$ cat src/include/pcl_pkg.sv
package pcl_pkg;

  // Register select codes
  localparam logic [1:0] REG_PORT_A = 2'h0;
  localparam logic [1:0] REG_CTRL_A = 2'h1;
  localparam logic [1:0] REG_PORT_B = 2'h2;
  localparam logic [1:0] REG_CTRL_B = 2'h3;

  // Control register fields
  localparam int CR_FLAG_EDGE = 7;
  localparam int CR_FLAG_DUAL = 6;
  localparam int CR_DUAL_DIR = 5;
  localparam int CR_DUAL_B4 = 4;
  localparam int CR_DUAL_B3 = 3;
  localparam int CR_DATA_SEL = 2;
  localparam int CR_EDGE_RISE = 1;
  localparam int CR_EDGE_IEN = 0;
  localparam int CR_MODE_LSB = 3;

  localparam logic [7:0] CR_WRITE_MASK = 8'h3F;
  localparam logic [7:0] CR_RESET = 8'h00;
  localparam logic [7:0] LATCH_RESET = 8'h00;
  localparam logic [7:0] DIR_READ_VALUE = 8'h00;
  localparam logic [7:0] RD_DATA_RESET = 8'h00;
  localparam logic LINE_IDLE_LEVEL = 1'h1;

  // Dual-line modes, from control bits 5,4,3
  localparam logic [2:0] DM_CODE_HANDSHAKE = 3'h4;
  localparam logic [2:0] DM_CODE_PULSE = 3'h5;

  localparam int SIDE_A = 0;
  localparam int SIDE_B = 1;
  localparam int NUM_SIDES = 2;

  typedef enum logic [3:0] {
    PCL_DM_INPUT = 4'h1,
    PCL_DM_HANDSHAKE = 4'h2,
    PCL_DM_PULSE = 4'h4,
    PCL_DM_MANUAL = 4'h8
  } pcl_dual_mode_t;

endpackage

$ cat src/include/pcl_if.sv
interface pcl_edge_if;
  logic raw;
  logic rise_sel;
  logic hit;
  modport det (input raw, input rise_sel, output hit);
  modport user (output raw, output rise_sel, input hit);
endinterface

interface pcl_dual_if;
  logic [2:0] mode;
  logic trigger;
  logic edge_hit;
  logic line_out;
  logic line_oe;
  modport drv (input mode, input trigger, input edge_hit, output line_out, output line_oe);
  modport user (output mode, output trigger, output edge_hit, input line_out, input line_oe);
endinterface

$ cat src/rtl/pcl_dual_line.sv
module pcl_dual_line
  import pcl_pkg::*;
(
  // Clock and reset
  input wire logic clk,
  input wire logic sys_rst,
  // Mode, trigger and line drive
  pcl_dual_if.drv dif
);

  typedef struct packed {
    logic line_out;
    logic line_oe;
  } pcl_dual_state_t;

  pcl_dual_state_t st;
  pcl_dual_state_t next_st;
  pcl_dual_mode_t mode;

  always_comb
  begin
    if (!dif.mode[2])
    begin
      mode = PCL_DM_INPUT;
    end
    else if (dif.mode == DM_CODE_HANDSHAKE)
    begin
      mode = PCL_DM_HANDSHAKE;
    end
    else if (dif.mode == DM_CODE_PULSE)
    begin
      mode = PCL_DM_PULSE;
    end
    else
    begin
      mode = PCL_DM_MANUAL;
    end
  end

  always_comb
  begin
    next_st = st;
    next_st.line_oe = dif.mode[2];
    unique case (mode)
      PCL_DM_INPUT:
      begin
        next_st.line_out = LINE_IDLE_LEVEL;
      end
      PCL_DM_HANDSHAKE:
      begin
        // Peripheral edge wins if it meets the processor access
        if (dif.edge_hit)
        begin
          next_st.line_out = 1'h1;
        end
        else if (dif.trigger)
        begin
          next_st.line_out = 1'h0;
        end
      end
      PCL_DM_PULSE:
      begin
        next_st.line_out = !dif.trigger;
      end
      PCL_DM_MANUAL:
      begin
        next_st.line_out = dif.mode[0];
      end
    endcase
  end

  always_ff @(posedge clk or posedge sys_rst)
  begin
    if (sys_rst)
    begin
      st.line_out <= LINE_IDLE_LEVEL;
      st.line_oe <= 1'h0;
    end
    else
    begin
      st <= next_st;
    end
  end

  assign dif.line_out = st.line_out;
  assign dif.line_oe = st.line_oe;

endmodule

$ cat src/rtl/pcl_edge_det.sv
module pcl_edge_det
  import pcl_pkg::*;
(
  // Clock and reset
  input wire logic clk,
  input wire logic sys_rst,
  // Line and edge pulse
  pcl_edge_if.det eif
);

  typedef struct packed {
    logic s1;
    logic s2;
    logic s3;
  } pcl_edge_state_t;

  pcl_edge_state_t st;
  pcl_edge_state_t next_st;

  // Only s2 and s3 feed the detector; s1 is the metastability stage
  always_comb
  begin
    next_st = st;
    next_st.s1 = eif.raw;
    next_st.s2 = st.s1;
    next_st.s3 = st.s2;
  end

  always_ff @(posedge clk or posedge sys_rst)
  begin
    if (sys_rst)
    begin
      st <= '0;
    end
    else
    begin
      st <= next_st;
    end
  end

  // Polarity change cannot fake an edge: both samples must differ
  assign eif.hit = (st.s2 != st.s3) && (st.s2 == eif.rise_sel);

endmodule

$ cat src/rtl/pcl_top.sv
// Contract
// - Side-A edge-input active edge sets flag bit 7
// - Bit 1 picks edge: 0 falling, 1 rising
// - Flag 7 with enable bit 0 pulls irq low
// - Flag 7 sets whatever enable bit 0 holds
// - Bit 5 low: dual line input, flag 6
// - Flag 6 with enable bit 3 pulls irq low
// - Flag 6 sets whatever enable bit 3 holds
// - A handshake: edge raises, data read lowers
// - A pulse: one low cycle after read
// - Bits 5,4 set: line follows bit 3
// - Side-B edge input works as side A
// - Side-B dual input works as side A
// - B handshake: data write lowers, edge raises
// - B pulse: one low cycle after write
// - Side-B outputs triggered by writes, not reads
// - Reading side-A data clears flags 6, 7
// - Reading side-B data clears flags 6, 7
// - Irq low on flag 7&bit 0 or 6&bit 3
module pcl_top
  import pcl_pkg::*;
(
  // Clock and reset
  input wire logic clk,
  input wire logic sys_rst,
  // Processor register port
  input wire logic chip_sel,
  input wire logic [1:0] reg_sel,
  input wire logic rd_en,
  input wire logic wr_en,
  input wire logic [7:0] wr_data,
  output logic [7:0] rd_data,
  // Port data
  input wire logic [7:0] side_a_port_lines,
  output logic [7:0] side_b_output_latch,
  // Side A control lines
  input wire logic side_a_edge_input,
  input wire logic side_a_dual_line_in,
  output logic side_a_dual_line_out,
  output logic side_a_dual_line_oe,
  output logic side_a_irq_n,
  // Side B control lines
  input wire logic side_b_edge_input,
  input wire logic side_b_dual_line_in,
  output logic side_b_dual_line_out,
  output logic side_b_dual_line_oe,
  output logic side_b_irq_n
);

  typedef struct packed {
    logic [NUM_SIDES-1:0][7:0] ctrl;
    logic [7:0] rd_data;
    logic [7:0] b_latch;
  } pcl_top_state_t;

  pcl_top_state_t st;
  pcl_top_state_t next_st;

  logic rd_access;
  logic wr_access;
  logic [NUM_SIDES-1:0] data_read;
  logic [NUM_SIDES-1:0] data_write;
  logic [NUM_SIDES-1:0] edge_hit;
  logic [NUM_SIDES-1:0] dual_hit;
  logic [NUM_SIDES-1:0] edge_raw;
  logic [NUM_SIDES-1:0] dual_raw;
  logic [NUM_SIDES-1:0] line_out;
  logic [NUM_SIDES-1:0] line_oe;
  logic [NUM_SIDES-1:0] irq_n;

  assign rd_access = chip_sel && rd_en;
  assign wr_access = chip_sel && wr_en;

  // Data accesses only count when bit 2 selects the data register
  assign data_read[SIDE_A] = rd_access && (reg_sel == REG_PORT_A)
    && st.ctrl[SIDE_A][CR_DATA_SEL];
  assign data_read[SIDE_B] = rd_access && (reg_sel == REG_PORT_B)
    && st.ctrl[SIDE_B][CR_DATA_SEL];
  assign data_write[SIDE_A] = wr_access && (reg_sel == REG_PORT_A)
    && st.ctrl[SIDE_A][CR_DATA_SEL];
  assign data_write[SIDE_B] = wr_access && (reg_sel == REG_PORT_B)
    && st.ctrl[SIDE_B][CR_DATA_SEL];

  assign edge_raw[SIDE_A] = side_a_edge_input;
  assign edge_raw[SIDE_B] = side_b_edge_input;
  assign dual_raw[SIDE_A] = side_a_dual_line_in;
  assign dual_raw[SIDE_B] = side_b_dual_line_in;

  generate
    for (genvar s = 0; s < NUM_SIDES; s++)
    begin : g_side
      pcl_edge_if edge_bus();
      pcl_edge_if dual_bus();
      pcl_dual_if line_bus();

      assign edge_bus.raw = edge_raw[s];
      assign edge_bus.rise_sel = st.ctrl[s][CR_EDGE_RISE];
      assign edge_hit[s] = edge_bus.hit;

      assign dual_bus.raw = dual_raw[s];
      assign dual_bus.rise_sel = st.ctrl[s][CR_DUAL_B4];
      assign dual_hit[s] = dual_bus.hit;

      assign line_bus.mode = st.ctrl[s][CR_DUAL_DIR:CR_MODE_LSB];
      // Side A pulses on reads, side B on writes
      assign line_bus.trigger = (s == SIDE_A) ? data_read[s] : data_write[s];
      assign line_bus.edge_hit = edge_hit[s];
      assign line_out[s] = line_bus.line_out;
      assign line_oe[s] = line_bus.line_oe;

      pcl_edge_det u_edge (
        .clk(clk),
        .sys_rst(sys_rst),
        .eif(edge_bus.det)
      );

      pcl_edge_det u_dual_in (
        .clk(clk),
        .sys_rst(sys_rst),
        .eif(dual_bus.det)
      );

      pcl_dual_line u_line (
        .clk(clk),
        .sys_rst(sys_rst),
        .dif(line_bus.drv)
      );

      assign irq_n[s] = !((st.ctrl[s][CR_FLAG_EDGE] && st.ctrl[s][CR_EDGE_IEN])
        || (st.ctrl[s][CR_FLAG_DUAL] && st.ctrl[s][CR_DUAL_B3]));
    end
  endgenerate

  always_comb
  begin
    next_st = st;

    // Read data mirrors the state before any clear of this same access
    if (rd_access)
    begin
      unique case (reg_sel)
        REG_PORT_A:
        begin
          next_st.rd_data = st.ctrl[SIDE_A][CR_DATA_SEL] ? side_a_port_lines : DIR_READ_VALUE;
        end
        REG_CTRL_A:
        begin
          next_st.rd_data = st.ctrl[SIDE_A];
        end
        REG_PORT_B:
        begin
          next_st.rd_data = st.ctrl[SIDE_B][CR_DATA_SEL] ? st.b_latch : DIR_READ_VALUE;
        end
        REG_CTRL_B:
        begin
          next_st.rd_data = st.ctrl[SIDE_B];
        end
      endcase
    end

    if (data_write[SIDE_B])
    begin
      next_st.b_latch = wr_data;
    end

    if (wr_access && (reg_sel == REG_CTRL_A))
    begin
      next_st.ctrl[SIDE_A] = (st.ctrl[SIDE_A] & ~CR_WRITE_MASK)
        | (wr_data & CR_WRITE_MASK);
    end
    if (wr_access && (reg_sel == REG_CTRL_B))
    begin
      next_st.ctrl[SIDE_B] = (st.ctrl[SIDE_B] & ~CR_WRITE_MASK)
        | (wr_data & CR_WRITE_MASK);
    end

    for (int s = 0; s < NUM_SIDES; s++)
    begin
      // Clear first, so an edge in the same cycle still sets the flag
      if (data_read[s])
      begin
        next_st.ctrl[s][CR_FLAG_EDGE] = 1'h0;
        next_st.ctrl[s][CR_FLAG_DUAL] = 1'h0;
      end
      if (edge_hit[s])
      begin
        next_st.ctrl[s][CR_FLAG_EDGE] = 1'h1;
      end
      // Flag 6 only listens while the dual line is an input
      if (dual_hit[s] && !st.ctrl[s][CR_DUAL_DIR])
      begin
        next_st.ctrl[s][CR_FLAG_DUAL] = 1'h1;
      end
    end
  end

  always_ff @(posedge clk or posedge sys_rst)
  begin
    if (sys_rst)
    begin
      st.ctrl <= {CR_RESET, CR_RESET};
      st.rd_data <= RD_DATA_RESET;
      st.b_latch <= LATCH_RESET;
    end
    else
    begin
      st <= next_st;
    end
  end

  assign rd_data = st.rd_data;
  assign side_b_output_latch = st.b_latch;
  // Handshake low tells the peripheral it may present the next byte
  assign side_a_dual_line_out = line_out[SIDE_A];
  assign side_a_dual_line_oe = line_oe[SIDE_A];
  assign side_b_dual_line_out = line_out[SIDE_B];
  assign side_b_dual_line_oe = line_oe[SIDE_B];
  assign side_a_irq_n = irq_n[SIDE_A];
  assign side_b_irq_n = irq_n[SIDE_B];

endmodule

$ cat config.mk
export PLATFORM = sky130hd
export DESIGN_NAME = pcl_top
export DESIGN_NICKNAME = d
export VERILOG_FILES = /design/src/include/pcl_pkg.sv /design/src/include/pcl_if.sv /design/src/rtl/pcl_dual_line.sv /design/src/rtl/pcl_edge_det.sv /design/src/rtl/pcl_top.sv
export SDC_FILE = /design/constraint.sdc
export NUM_CORES = 1
export LEC_CHECK = 0
export ABC_CLOCK_PERIOD_IN_PS = 4300
export BUFFER_PORTS_ARGS = -buffer_cell sky130_fd_sc_hd__buf_2
export CAP_MARGIN = 20
export CORE_ASPECT_RATIO = 2
export CORE_MARGIN = 5
export CORE_UTILIZATION = 50
export CTS_CLUSTER_SIZE = 28
export DETAILED_ROUTE_END_ITERATION = 10
export GPL_ROUTABILITY_DRIVEN = 0
export PLACE_DENSITY = 0.72
export SLEW_MARGIN = 20
export SYNTH_ARGS = -nofsm -noshare
export SYNTH_HDL_FRONTEND = slang
export SYNTH_HIERARCHICAL = 1
export SYNTH_SLANG_ARGS = --single-unit
$ cat constraint.sdc
create_clock -name clk -period 4.3 [get_ports clk]
set_clock_uncertainty 0.15 [all_clocks]
set_input_delay 1.075 -clock clk [delete_from_list [all_inputs] [get_ports clk]]
set_output_delay 1.075 -clock clk [all_outputs]
set_load 0.01 [all_outputs]
==> impl_metrics.py, run 1 <==
metrics = {
    "synth": {
        "yosysTopAreaCell": "dfrtp_1",
        "synth_cells": 186,
        "syn_nets": 213,
        "synth_commonest_cells": "dfrtp_1, mux2_2, buf_4",
        "synth.avg_cell_area_um2": 11.9,
        "yosys_most_used_dff": "dfrtp_1",
        "ys_top_cells_by_area": "dfrtp_1, mux2_2, buf_4",
        "synth_cell_types": 34,
        "ys_ff_latch": 48,
        "yosys_warnings": 6,
        "async_reset_ff_frac": 1.00,
        "ys_seq_area_frac": 0.545,
        "syn-cell-area_um2": 2210,
        "yosysMostFrequentCell": "dfrtp_1",
        "synth_top_area_frac": 0.521,
        "synth_edf_count": 0,
    },
    "floorplanning": {
        "dieArea_um2": 5930,
        "die_w_um": 57.0,
        "num_rows": 34,
        "io_pins": 49,
        "dieHeight_um": 104,
        "design.core.area_um2": 4340,
        "initial_utilization": 0.509,
    },
    "routing": {
        "drc": 0,
        "wl_per_cell_um": 16.4,
        "vias": 1439,
        "wl_mm": 4.49,
        "firstDrtPassIters": 4,
        "drt_iter0_drc": 14,
        "antenna_left": 0,
        "via_per_inst": 5.25,
    },
    "global_routing": {
        "use_met2": 0.275,
        "grt_use_met1": 0.189,
        "grt_pass1_vias": 1447,
        "grtUsageTotal": 0.160,
        "grt_max_degree": 33,
        "globalRoute.busiestLayer": "met2",
        "grt_use_met3": 0.0323,
        "grt_pass1_wl_mm": 7.32,
        "grt-ovfl-total": 0,
        "antenna_found_initial": 0,
    },
    "timing": {
        "rsz0062_at_grt": "no",
        "slew-limit-headroom": 0.506,
        "period_needed_ns": 2.53,
        "max_freq_mhz": 396,
        "drv_slew": 0,
        "fin_setup_tns_ns": 0,
        "finalHoldViolCount": 0,
        "setup_viol": 0,
        "setup_slack_ns": 1.77,
        "period_share": 0.587,
        "worstMarginPinSlew_ns": 0.737,
        "timing.hold.ws_ns": 0.204,
    },
    "critical_path": {
        "r2r-end": "side_b_output_latch[1]",
        "reg2reg_from": "st[26]",
        "critical_path_class": "primary input to flip-flop",
        "path_max_fanout": 17,
        "critPathLaunchType": "primary input",
        "rrSetupSlack_ns": 2.42,
        "startpoint": "reg_sel[1]",
        "cp_data_arrival_time_ns": 2.56,
        "r2r_cells": 2,
        "crit_required_ns": 4.33,
        "worstSetupEndpointType": "flip-flop",
    },
    "final_layout": {
        "diodes": 0,
        "area_delta_synth_final_pct": 11.2,
        "layout-drive-gt1-share": 0.395,
        "fin_cells": 274,
        "fin_area_um2": 2460,
        "finalNetCount": 246,
    },
    "place": {
        "placed_cell_area_um2": 2360,
        "dp_slack_ns": 1.45,
        "hpwlAfterDp_mm": 3.43,
        "dp_cells": 266,
        "numPortBuffers": 48,
    },
    "worst_hold_path": {
        "min_path_type": "flip-flop to flip-flop",
        "worstHoldEndpoint": "g_side[1].u_edge/next_st[0]",
        "hold_start": "g_side[1].u_edge/next_st[1]",
        "hold_depth": 0,
    },
    "cts": {
        "postCtsSetupBuffers": 0,
        "cts_buffer_depth": 2,
        "holdBufCountCts": 0,
        "clkLatencyLatePin_ns": 0.30,
        "cts_tree": "built",
        "cts_buffers": 5,
        "root_buffer": "clkbuf_8",
        "post_cts_resized": 0,
        "htree_levels": 2,
        "cts_sinks": 48,
        "clkTransAtPathRegs_ns": 0.07,
    },
    "run_status": {
        "outcome": "finished, final reports clean",
    },
    "job": {
        "maxCapViolations": 0,
    },
    "power": {
        "total_leakage_power_nw": 1.19,
        "ir_drop_uv": 295,
        "power_density_nw_per_um2": 458,
    },
}
-- cell families (layout without fill, tap and decap cells) --
group           after synthesis  in the layout  share of synthesized area
simple gates                 42             42                      0.119
buf+inv                      35             69                     0.0929
compound gates               39             39                      0.132
flops                        48             48                      0.545
mux                          22             22                      0.111
-- per-layer routing --
metal | routed length [um] | vias to the layer above
met5 | 0 | -
met2 | 2500 | 32
li1 | - | 697
met4 | 86 | 0
met1 | 1710 | 703
met3 | 196 | 7
-- metrics by stage --
step,total power [W],util
floorplan,0.000805,-
CTS,0.00114,0.566
global placement,0.000854,0.545
finish,0.00112,0.566
global route,0.00119,0.566
detailed placement,0.000861,0.545
-- area by class of cell --
type	instances	area [um2]
Clock buffer	6	82.6
Clock inverter	2	10.0
Fill cell	421	1880
Inverter	12	45.0
Multi-Input combinational cell	103	801
Sequential cell	48	1200
Tap cell	54	67.6
Timing Repair Buffer	49	248
-- critical path, cell delays in order --
cell and delay [ns]:
buf_2 0.28, nand3_1 0.13, nor3b_2 0.65, mux2_2 0.41
-- state kept, by name, indices dropped and copies added (netlist names) --
signal and count:
side_b_output_latch 8, st 8, g_side.u_line/dif.line_out 2, g_side.u_edge/st 2, g_side.u_edge/next_st 4, g_side.line_bus.mode 4
g_side.u_dual_in/st 2, g_side.u_dual_in/next_st 4, g_side.edge_bus.rise_sel 2, rd_data 8, g_side.dual_bus.rise_sel 2, g_side.u_line/dif.line_oe 2
-- power by group --
part	internal (W)	leakage [nW]	switching, W
logic	0.000127	0.578	0.000114
clock network	0.000128	0.0510	0.000147
registers	0.000534	0.561	0.0000750
total	0.000789	1.19	0.000336
-- worst max path at each step --
| stage | end | slack [ns] | depth (start not counted) |
|---|---|---|---|
| final | side_b_output_latch[1] | 1.77 | 4 |
| after global routing | side_b_output_latch[1] | 1.70 | 4 |
| after CTS | side_b_output_latch[6] | 1.77 | 4 |
| after detailed placement | side_b_output_latch[5] | 1.45 | 4 |
| after global placement | side_b_output_latch[7] | 1.45 | 4 |
| after floorplan | side_b_output_latch[0] | 2.07 | 5 |
-- layout by cell type (no fill, tap or decap), types with 2 or more instances in the layout --
cell type and count:
o211ai_1 2, and3_1 2, dfstp_2 2, o21ai_0 6, and2_1 6, nand2_1 10, o22ai_2 4, clkinv_2 2
o2111ai_1 2, nand2b_1 4, a21o_1 2, clkbuf_8 6, and3b_1 5, a22o_1 4, nor2_1 7, inv_1 12
buf_2 48, dfrtp_1 46, a22oi_1 2, mux2_2 20, a221oi_1 5, a211o_1 2, mux2i_1 2, a21oi_1 9
(Power assumes the default switching activity.)
==> run 2, diff against run 1 <==
--- a/config.mk
+++ b/config.mk
@@ -5,16 +5,17 @@
 export SDC_FILE = /design/constraint.sdc
 export NUM_CORES = 1
 export LEC_CHECK = 0
-export ABC_CLOCK_PERIOD_IN_PS = 4300
+export ABC_AREA = 1
+export ABC_CLOCK_PERIOD_IN_PS = 2000
 export BUFFER_PORTS_ARGS = -buffer_cell sky130_fd_sc_hd__buf_2
 export CAP_MARGIN = 20
 export CORE_ASPECT_RATIO = 2
 export CORE_MARGIN = 5
-export CORE_UTILIZATION = 50
+export CORE_UTILIZATION = 49
 export CTS_CLUSTER_SIZE = 28
 export DETAILED_ROUTE_END_ITERATION = 10
 export GPL_ROUTABILITY_DRIVEN = 0
-export PLACE_DENSITY = 0.72
+export PLACE_DENSITY = 0.73
 export SLEW_MARGIN = 20
 export SYNTH_ARGS = -nofsm -noshare
 export SYNTH_HDL_FRONTEND = slang
==> constraint.sdc (replaced) <==
create_clock -name clk -period 2 [get_ports clk]
set_clock_uncertainty 0.15 [all_clocks]
set_input_delay 0.5 -clock clk [delete_from_list [all_inputs] [get_ports clk]]
set_output_delay 0.5 -clock clk [all_outputs]
set_load 0.01 [all_outputs]
==> impl_metrics.py, run 2 <==
metrics = {
    "run_status": {
        "outcome": "finished, final reports clean",
    },
    "timing": {
        "slew-limit-headroom": 0.668,
        "rsz0062_at_grt": "no",
        "fin_setup_tns_ns": 0,
        "setup_viol": 0,
        "worstMarginPinSlew_ns": 0.496,
        "finalHoldViolCount": 0,
        "period_share": 0.915,
        "period_needed_ns": 1.83,
        "drv_slew": 0,
        "max_freq_mhz": 547,
    },
    "place": {
        "hpwlAfterDp_mm": 4.21,
        "numPortBuffers": 48,
        "placed_cell_area_um2": 2610,
    },
    "final_layout": {
        "fin_area_um2": 2710,
        "finalNetCount": 372,
        "diodes": 0,
        "final_common_cell": "nand2_1",
        "seqCellArea_um2": 1200,
        "post-route-util": 0.557,
        "area_delta_synth_final_pct": 10.1,
        "multi_input_area_um2": 823,
        "nFillCells": 485,
        "layout-drive-gt1-share": 0.228,
        "final_cell_mix": "nand2_1, inv_1, buf_2",
    },
    "synth": {
        "yosys_warnings": 6,
        "synth_cell_types": 24,
        "yosys_most_used_dff": "dfrtp_1",
        "ys_ff_latch": 48,
        "synth_top_area_frac": 0.468,
        "ys_seq_area_frac": 0.489,
        "synth.avg_cell_area_um2": 7.96,
        "async_reset_ff_frac": 1.00,
        "synth_top_family_by_area": "simple AND/OR/NAND/NOR gates",
        "synth_commonest_cells": "nand2_1, inv_1, dfrtp_1",
        "synth_xor_area_frac": 0,
        "syn-cell-area_um2": 2460,
        "synth_edf_count": 0,
        "syn_nets": 336,
        "yosysTopAreaCell": "dfrtp_1",
        "yosysMostFrequentCell": "nand2_1",
        "synth_cells": 309,
        "synthSimpleGateAreaFrac": 0.227,
        "synth-adder-area-share": 0,
        "synth-compound-area-share": 0.108,
        "yosys-mux-area-fraction": 0,
        "ys_top_cells_by_area": "dfrtp_1, nand2_1, inv_1",
    },
    "critical_path": {
        "crit_required_ns": 1.35,
        "critical_path_class": "flip-flop to primary output",
        "crit_buf_inv": 2,
        "path_max_fanout": 5,
        "cp_data_arrival_time_ns": 1.18,
        "worstSetupEndpointType": "primary output",
        "max_stage_delay_ns": 0.45,
        "path_cells": "a22o_1 > inv_1 > buf_2",
        "critPathLaunchType": "flip-flop",
        "cpLargestDelayFamily": "flip-flops",
        "cp_slowest_cell": "dfrtp_1",
    },
    "cts": {
        "cts_buffers": 5,
        "root_buffer": "clkbuf_8",
        "clkLatencyLatePin_ns": 0.31,
        "post_cts_resized": 0,
        "htree_levels": 2,
        "cts_buffer_depth": 2,
        "clkTransAtPathRegs_ns": 0.10,
        "cts_sinks": 48,
        "cts_tree": "built",
    },
    "floorplanning": {
        "design.core.area_um2": 4860,
        "io_pins": 49,
        "dieArea_um2": 6630,
        "num_rows": 36,
        "initial_utilization": 0.506,
        "dieHeight_um": 110,
        "die_w_um": 60.1,
    },
    "routing": {
        "drc": 0,
        "wl_mm": 5.30,
        "vias": 1880,
        "drt_iter0_drc": 48,
        "wl_per_cell_um": 13.2,
        "antenna_left": 0,
        "via_per_inst": 4.67,
        "firstDrtPassIters": 4,
    },
    "worst_hold_path": {
        "min_path_type": "primary input to flip-flop",
    },
    "global_routing": {
        "antenna_found_initial": 0,
        "grt_pass1_vias": 1918,
        "grt_pass1_wl_mm": 8.83,
        "grtUsageTotal": 0.182,
        "grt-ovfl-total": 0,
        "grt_max_degree": 33,
    },
    "power": {
        "power_density_nw_per_um2": 872,
        "ir_drop_uv": 572,
        "total_leakage_power_nw": 1.55,
    },
    "job": {
        "maxCapViolations": 0,
    },
}
==> run 2: cell types whose count changed after synthesis, sizes merged, moves of 6 or more <==
cell   previous run  this run
nand3             2        16
mux2             20         0
inv              12        61
o21ai             6        22
and2              6         0
nor2              7        27
a21oi             9        16
nand2            10        87
==> run 2: logic make-up after synthesis <==
family	count (synthesis)
buffers and inverters	87
and+or+nand+nor	132
AOI/OAI and AO/OA	42
DFF	48
==> run 2: final timing paths <==
path | startpoint | slack, ns | to | cells after the start
max | g_side[0].line_bus.mode[0] | 0.17 | side_a_irq_n | 3
min | side_b_dual_line_in | 0.14 | g_side[1].u_dual_in/next_st[1] | 1
max reg2reg | st[18] | 0.65 | g_side[0].u_line/dif.line_out | 5
min reg2reg | g_side[1].u_edge/next_st[1] | 0.20 | g_side[1].u_edge/next_st[0] | 0
max in group asynchronous | sys_rst | 0.68 | side_b_output_latch[2] | 4
min in group asynchronous | sys_rst | 0.48 | g_side[1].u_line/dif.line_oe | 3
==> run 2: power by group <==
part	internal, W	leakage, nW	total (W)	switching [W]
Combinational	0.000223	0.947	0.000539	0.000316
Clock	0.000249	0.0414	0.000587	0.000338
Sequential	0.00111	0.563	0.00124	0.000122
Total	0.00159	1.55	0.00236	0.000776
==> run 2: metal layers <==
metal / global-route usage / share of wire / up-vias
li1: - / - / 982
met1: 0.195 / 0.36 / 831
met2: 0.308 / 0.53 / 49
met3: 0.0338 / 0.049 / 18
met4: 0.127 / 0.062 / 0
met5: 0 / 0 / -
==> run 2: metrics by stage <==
stage / worst slack (ns) / hold WS, ns / instances / total power [W]
floorplan: 0.540 / 0.0905 / 309 / 0.00167
global placement: 0.196 / 0.187 / 394 / 0.00179
detailed placement: 0.131 / 0.189 / 394 / 0.00180
CTS: 0.149 / 0.133 / 403 / 0.00239
global route: 0.102 / 0.130 / 403 / 0.00253
finish: 0.171 / 0.139 / 403 / 0.00236
==> run 2: timing repair <==
action | CTS | global route
hold endpoints to repair | 14 | 0
setup buffers | 0 | 0
hold buffers | 1 | 0
==> run 2: layout make-up <==
type | count | area share
Clock buffer | 6 | 0.0268
Clock inverter | 2 | 0.00600
Inverter | 62 | 0.0868
Multi-Input combinational cell | 174 | 0.304
Sequential cell | 48 | 0.444
Tap cell | 57 | 0.0263
Timing Repair Buffer | 54 | 0.106
==> run 3, diff against run 2 <==
--- a/config.mk
+++ b/config.mk
@@ -9,7 +9,7 @@
 export ABC_CLOCK_PERIOD_IN_PS = 2000
 export BUFFER_PORTS_ARGS = -buffer_cell sky130_fd_sc_hd__buf_2
 export CAP_MARGIN = 20
-export CORE_ASPECT_RATIO = 2
+export CORE_ASPECT_RATIO = 1.75
 export CORE_MARGIN = 5
 export CORE_UTILIZATION = 49
 export CTS_CLUSTER_SIZE = 28
==> impl_metrics.py, run 3 (synthesis gave the netlist of run 2 again) <==
metrics = {
    "run_status": {
        "outcome": "finished, final reports clean",
    },
    "global_routing": {
        "antenna_found_initial": 0,
        "grtUsageTotal": 0.161,
        "grt-ovfl-total": 0,
        "grt_pass1_vias": 1908,
        "grt_pass1_wl_mm": 8.62,
        "grt_max_degree": 33,
    },
    "final_layout": {
        "final_cell_mix": "nand2_1, inv_1, buf_2",
        "final_common_cell": "nand2_1",
        "diodes": 0,
        "layout-drive-gt1-share": 0.227,
        "fin_cells": 398,
        "area_delta_synth_final_pct": 10.3,
        "finalNetCount": 370,
    },
    "floorplanning": {
        "initial_utilization": 0.499,
        "design.core.area_um2": 4930,
        "dieHeight_um": 104,
        "io_pins": 49,
        "num_rows": 34,
        "die_w_um": 63.6,
        "dieArea_um2": 6600,
    },
    "place": {
        "dp_cells": 389,
        "numPortBuffers": 48,
        "hpwlAfterDp_mm": 4.06,
    },
    "timing": {
        "period_needed_ns": 1.82,
        "max_freq_mhz": 551,
        "rsz0062_at_grt": "no",
        "fin_setup_tns_ns": 0,
        "drv_slew": 0,
        "finalHoldViolCount": 0,
        "setup_viol": 0,
        "slew-limit-headroom": 0.699,
        "period_share": 0.908,
        "worstMarginPinSlew_ns": 0.450,
    },
    "power": {
        "power_density_nw_per_um2": 902,
        "total_leakage_power_nw": 1.56,
        "switching_share": 0.305,
        "power.internal_w": 0.00170,
        "seq_power_share": 0.508,
        "clkPwrFrac": 0.278,
        "ir_drop_uv": 678,
        "p_switching_w": 0.000747,
        "p_comb_frac": 0.214,
    },
    "critical_path": {
        "cp_common_cell": "inv_1",
        "critical_path_class": "flip-flop to primary output",
        "cp_data_arrival_time_ns": 1.17,
        "crit_buf_inv": 3,
        "cp_slowest_cell": "dfrtp_1",
        "cpLargestDelayFamily": "flip-flops",
        "worstSetupEndpointType": "primary output",
        "path_max_fanout": 4,
        "max_stage_delay_ns": 0.42,
        "crit_required_ns": 1.35,
        "path_cells": "inv_1 > o22ai_1 > inv_1 > buf_2",
        "critPathLaunchType": "flip-flop",
    },
    "cts": {
        "htree_levels": 2,
        "post_cts_resized": 0,
        "clkLatencyLatePin_ns": 0.29,
        "root_buffer": "clkbuf_8",
        "clkTransAtPathRegs_ns": 0.09,
        "cts_tree": "built",
        "cts_buffer_depth": 2,
        "cts_sinks": 48,
        "cts_buffers": 5,
    },
    "routing": {
        "antenna_left": 0,
        "firstDrtPassIters": 4,
        "drt_iter0_drc": 81,
        "wl_per_cell_um": 12.8,
        "drc": 0,
        "via_per_inst": 4.78,
        "wl_mm": 5.10,
        "vias": 1904,
    },
    "worst_hold_path": {
        "min_path_type": "primary input to flip-flop",
    },
    "job": {
        "maxCapViolations": 0,
    },
}
## run 3: cell types whose count changed in the layout (fill, tap and decap cells not counted)
cell	change
bufinv_16	+1
clkinv_4	-1
clkinv_2	+1
clkbuf_1	-1
buf_4	-2
## run 3: path summary, 6_finish.rpt
check,from,endpoint,slack (ns),depth (start not counted)
setup / recovery,g_side[1].line_bus.mode[0],side_b_irq_n,0.18,4
hold / removal,side_b_dual_line_in,g_side[1].u_dual_in/next_st[1],0.16,1
setup reg to reg,st[26],g_side[1].u_line/dif.line_out,0.55,9
hold reg to reg,g_side[0].u_edge/next_st[1],g_side[0].u_edge/next_st[0],0.20,0
max in group asynchronous,sys_rst,side_b_output_latch[1],0.65,4
min in group asynchronous,sys_rst,g_side[1].u_line/dif.line_oe,0.51,3
## run 3: cell type report
class	count	area, um2
Fill cell	490	2220
Timing Repair Buffer	52	273
Tap cell	54	67.6
Sequential cell	48	1200
Clock buffer	5	68.8
Multi-Input combinational cell	174	823
Clock inverter	3	42.5
Inverter	62	235
## run 3: stage by stage
stage	instance area, um2	hold slack, ns	worst slack, ns	util	power, W
floorplan	2460	0.0905	0.540	-	0.00167
finish	2710	0.158	0.185	0.550	0.00245
global route	2710	0.135	0.117	0.550	0.00260
global placement	2590	0.186	0.214	0.525	0.00177
CTS	2710	0.146	0.180	0.550	0.00248
detailed placement	2590	0.186	0.125	0.525	0.00179
## run 3: power groups by stage
stage,clock [W],combinational (W),sequential [W]
6_report,0.000682,0.000524,0.00124
5_1_grt,0.000740,0.000597,0.00127
4_1_cts,0.000707,0.000532,0.00124
3_5_place_dp,0,0.000528,0.00126
3_3_place_gp,0,0.000515,0.00126
2_1_floorplan,0,0.000457,0.00122
## run 3: timing repair
item / CTS / global route
setup buffers: 0 / 0
hold endpoints to repair: 14 / 0
hold buffers: 1 / 0
## run 3: routing by layer
metal | up-vias | global-route usage | part of all wire
met1 | 876 | 0.174 | 0.37
met5 | - | 0 | 0
li1 | 976 | - | -
met4 | 0 | 0.0654 | 0.024
met3 | 9 | 0.0379 | 0.048
met2 | 43 | 0.293 | 0.56
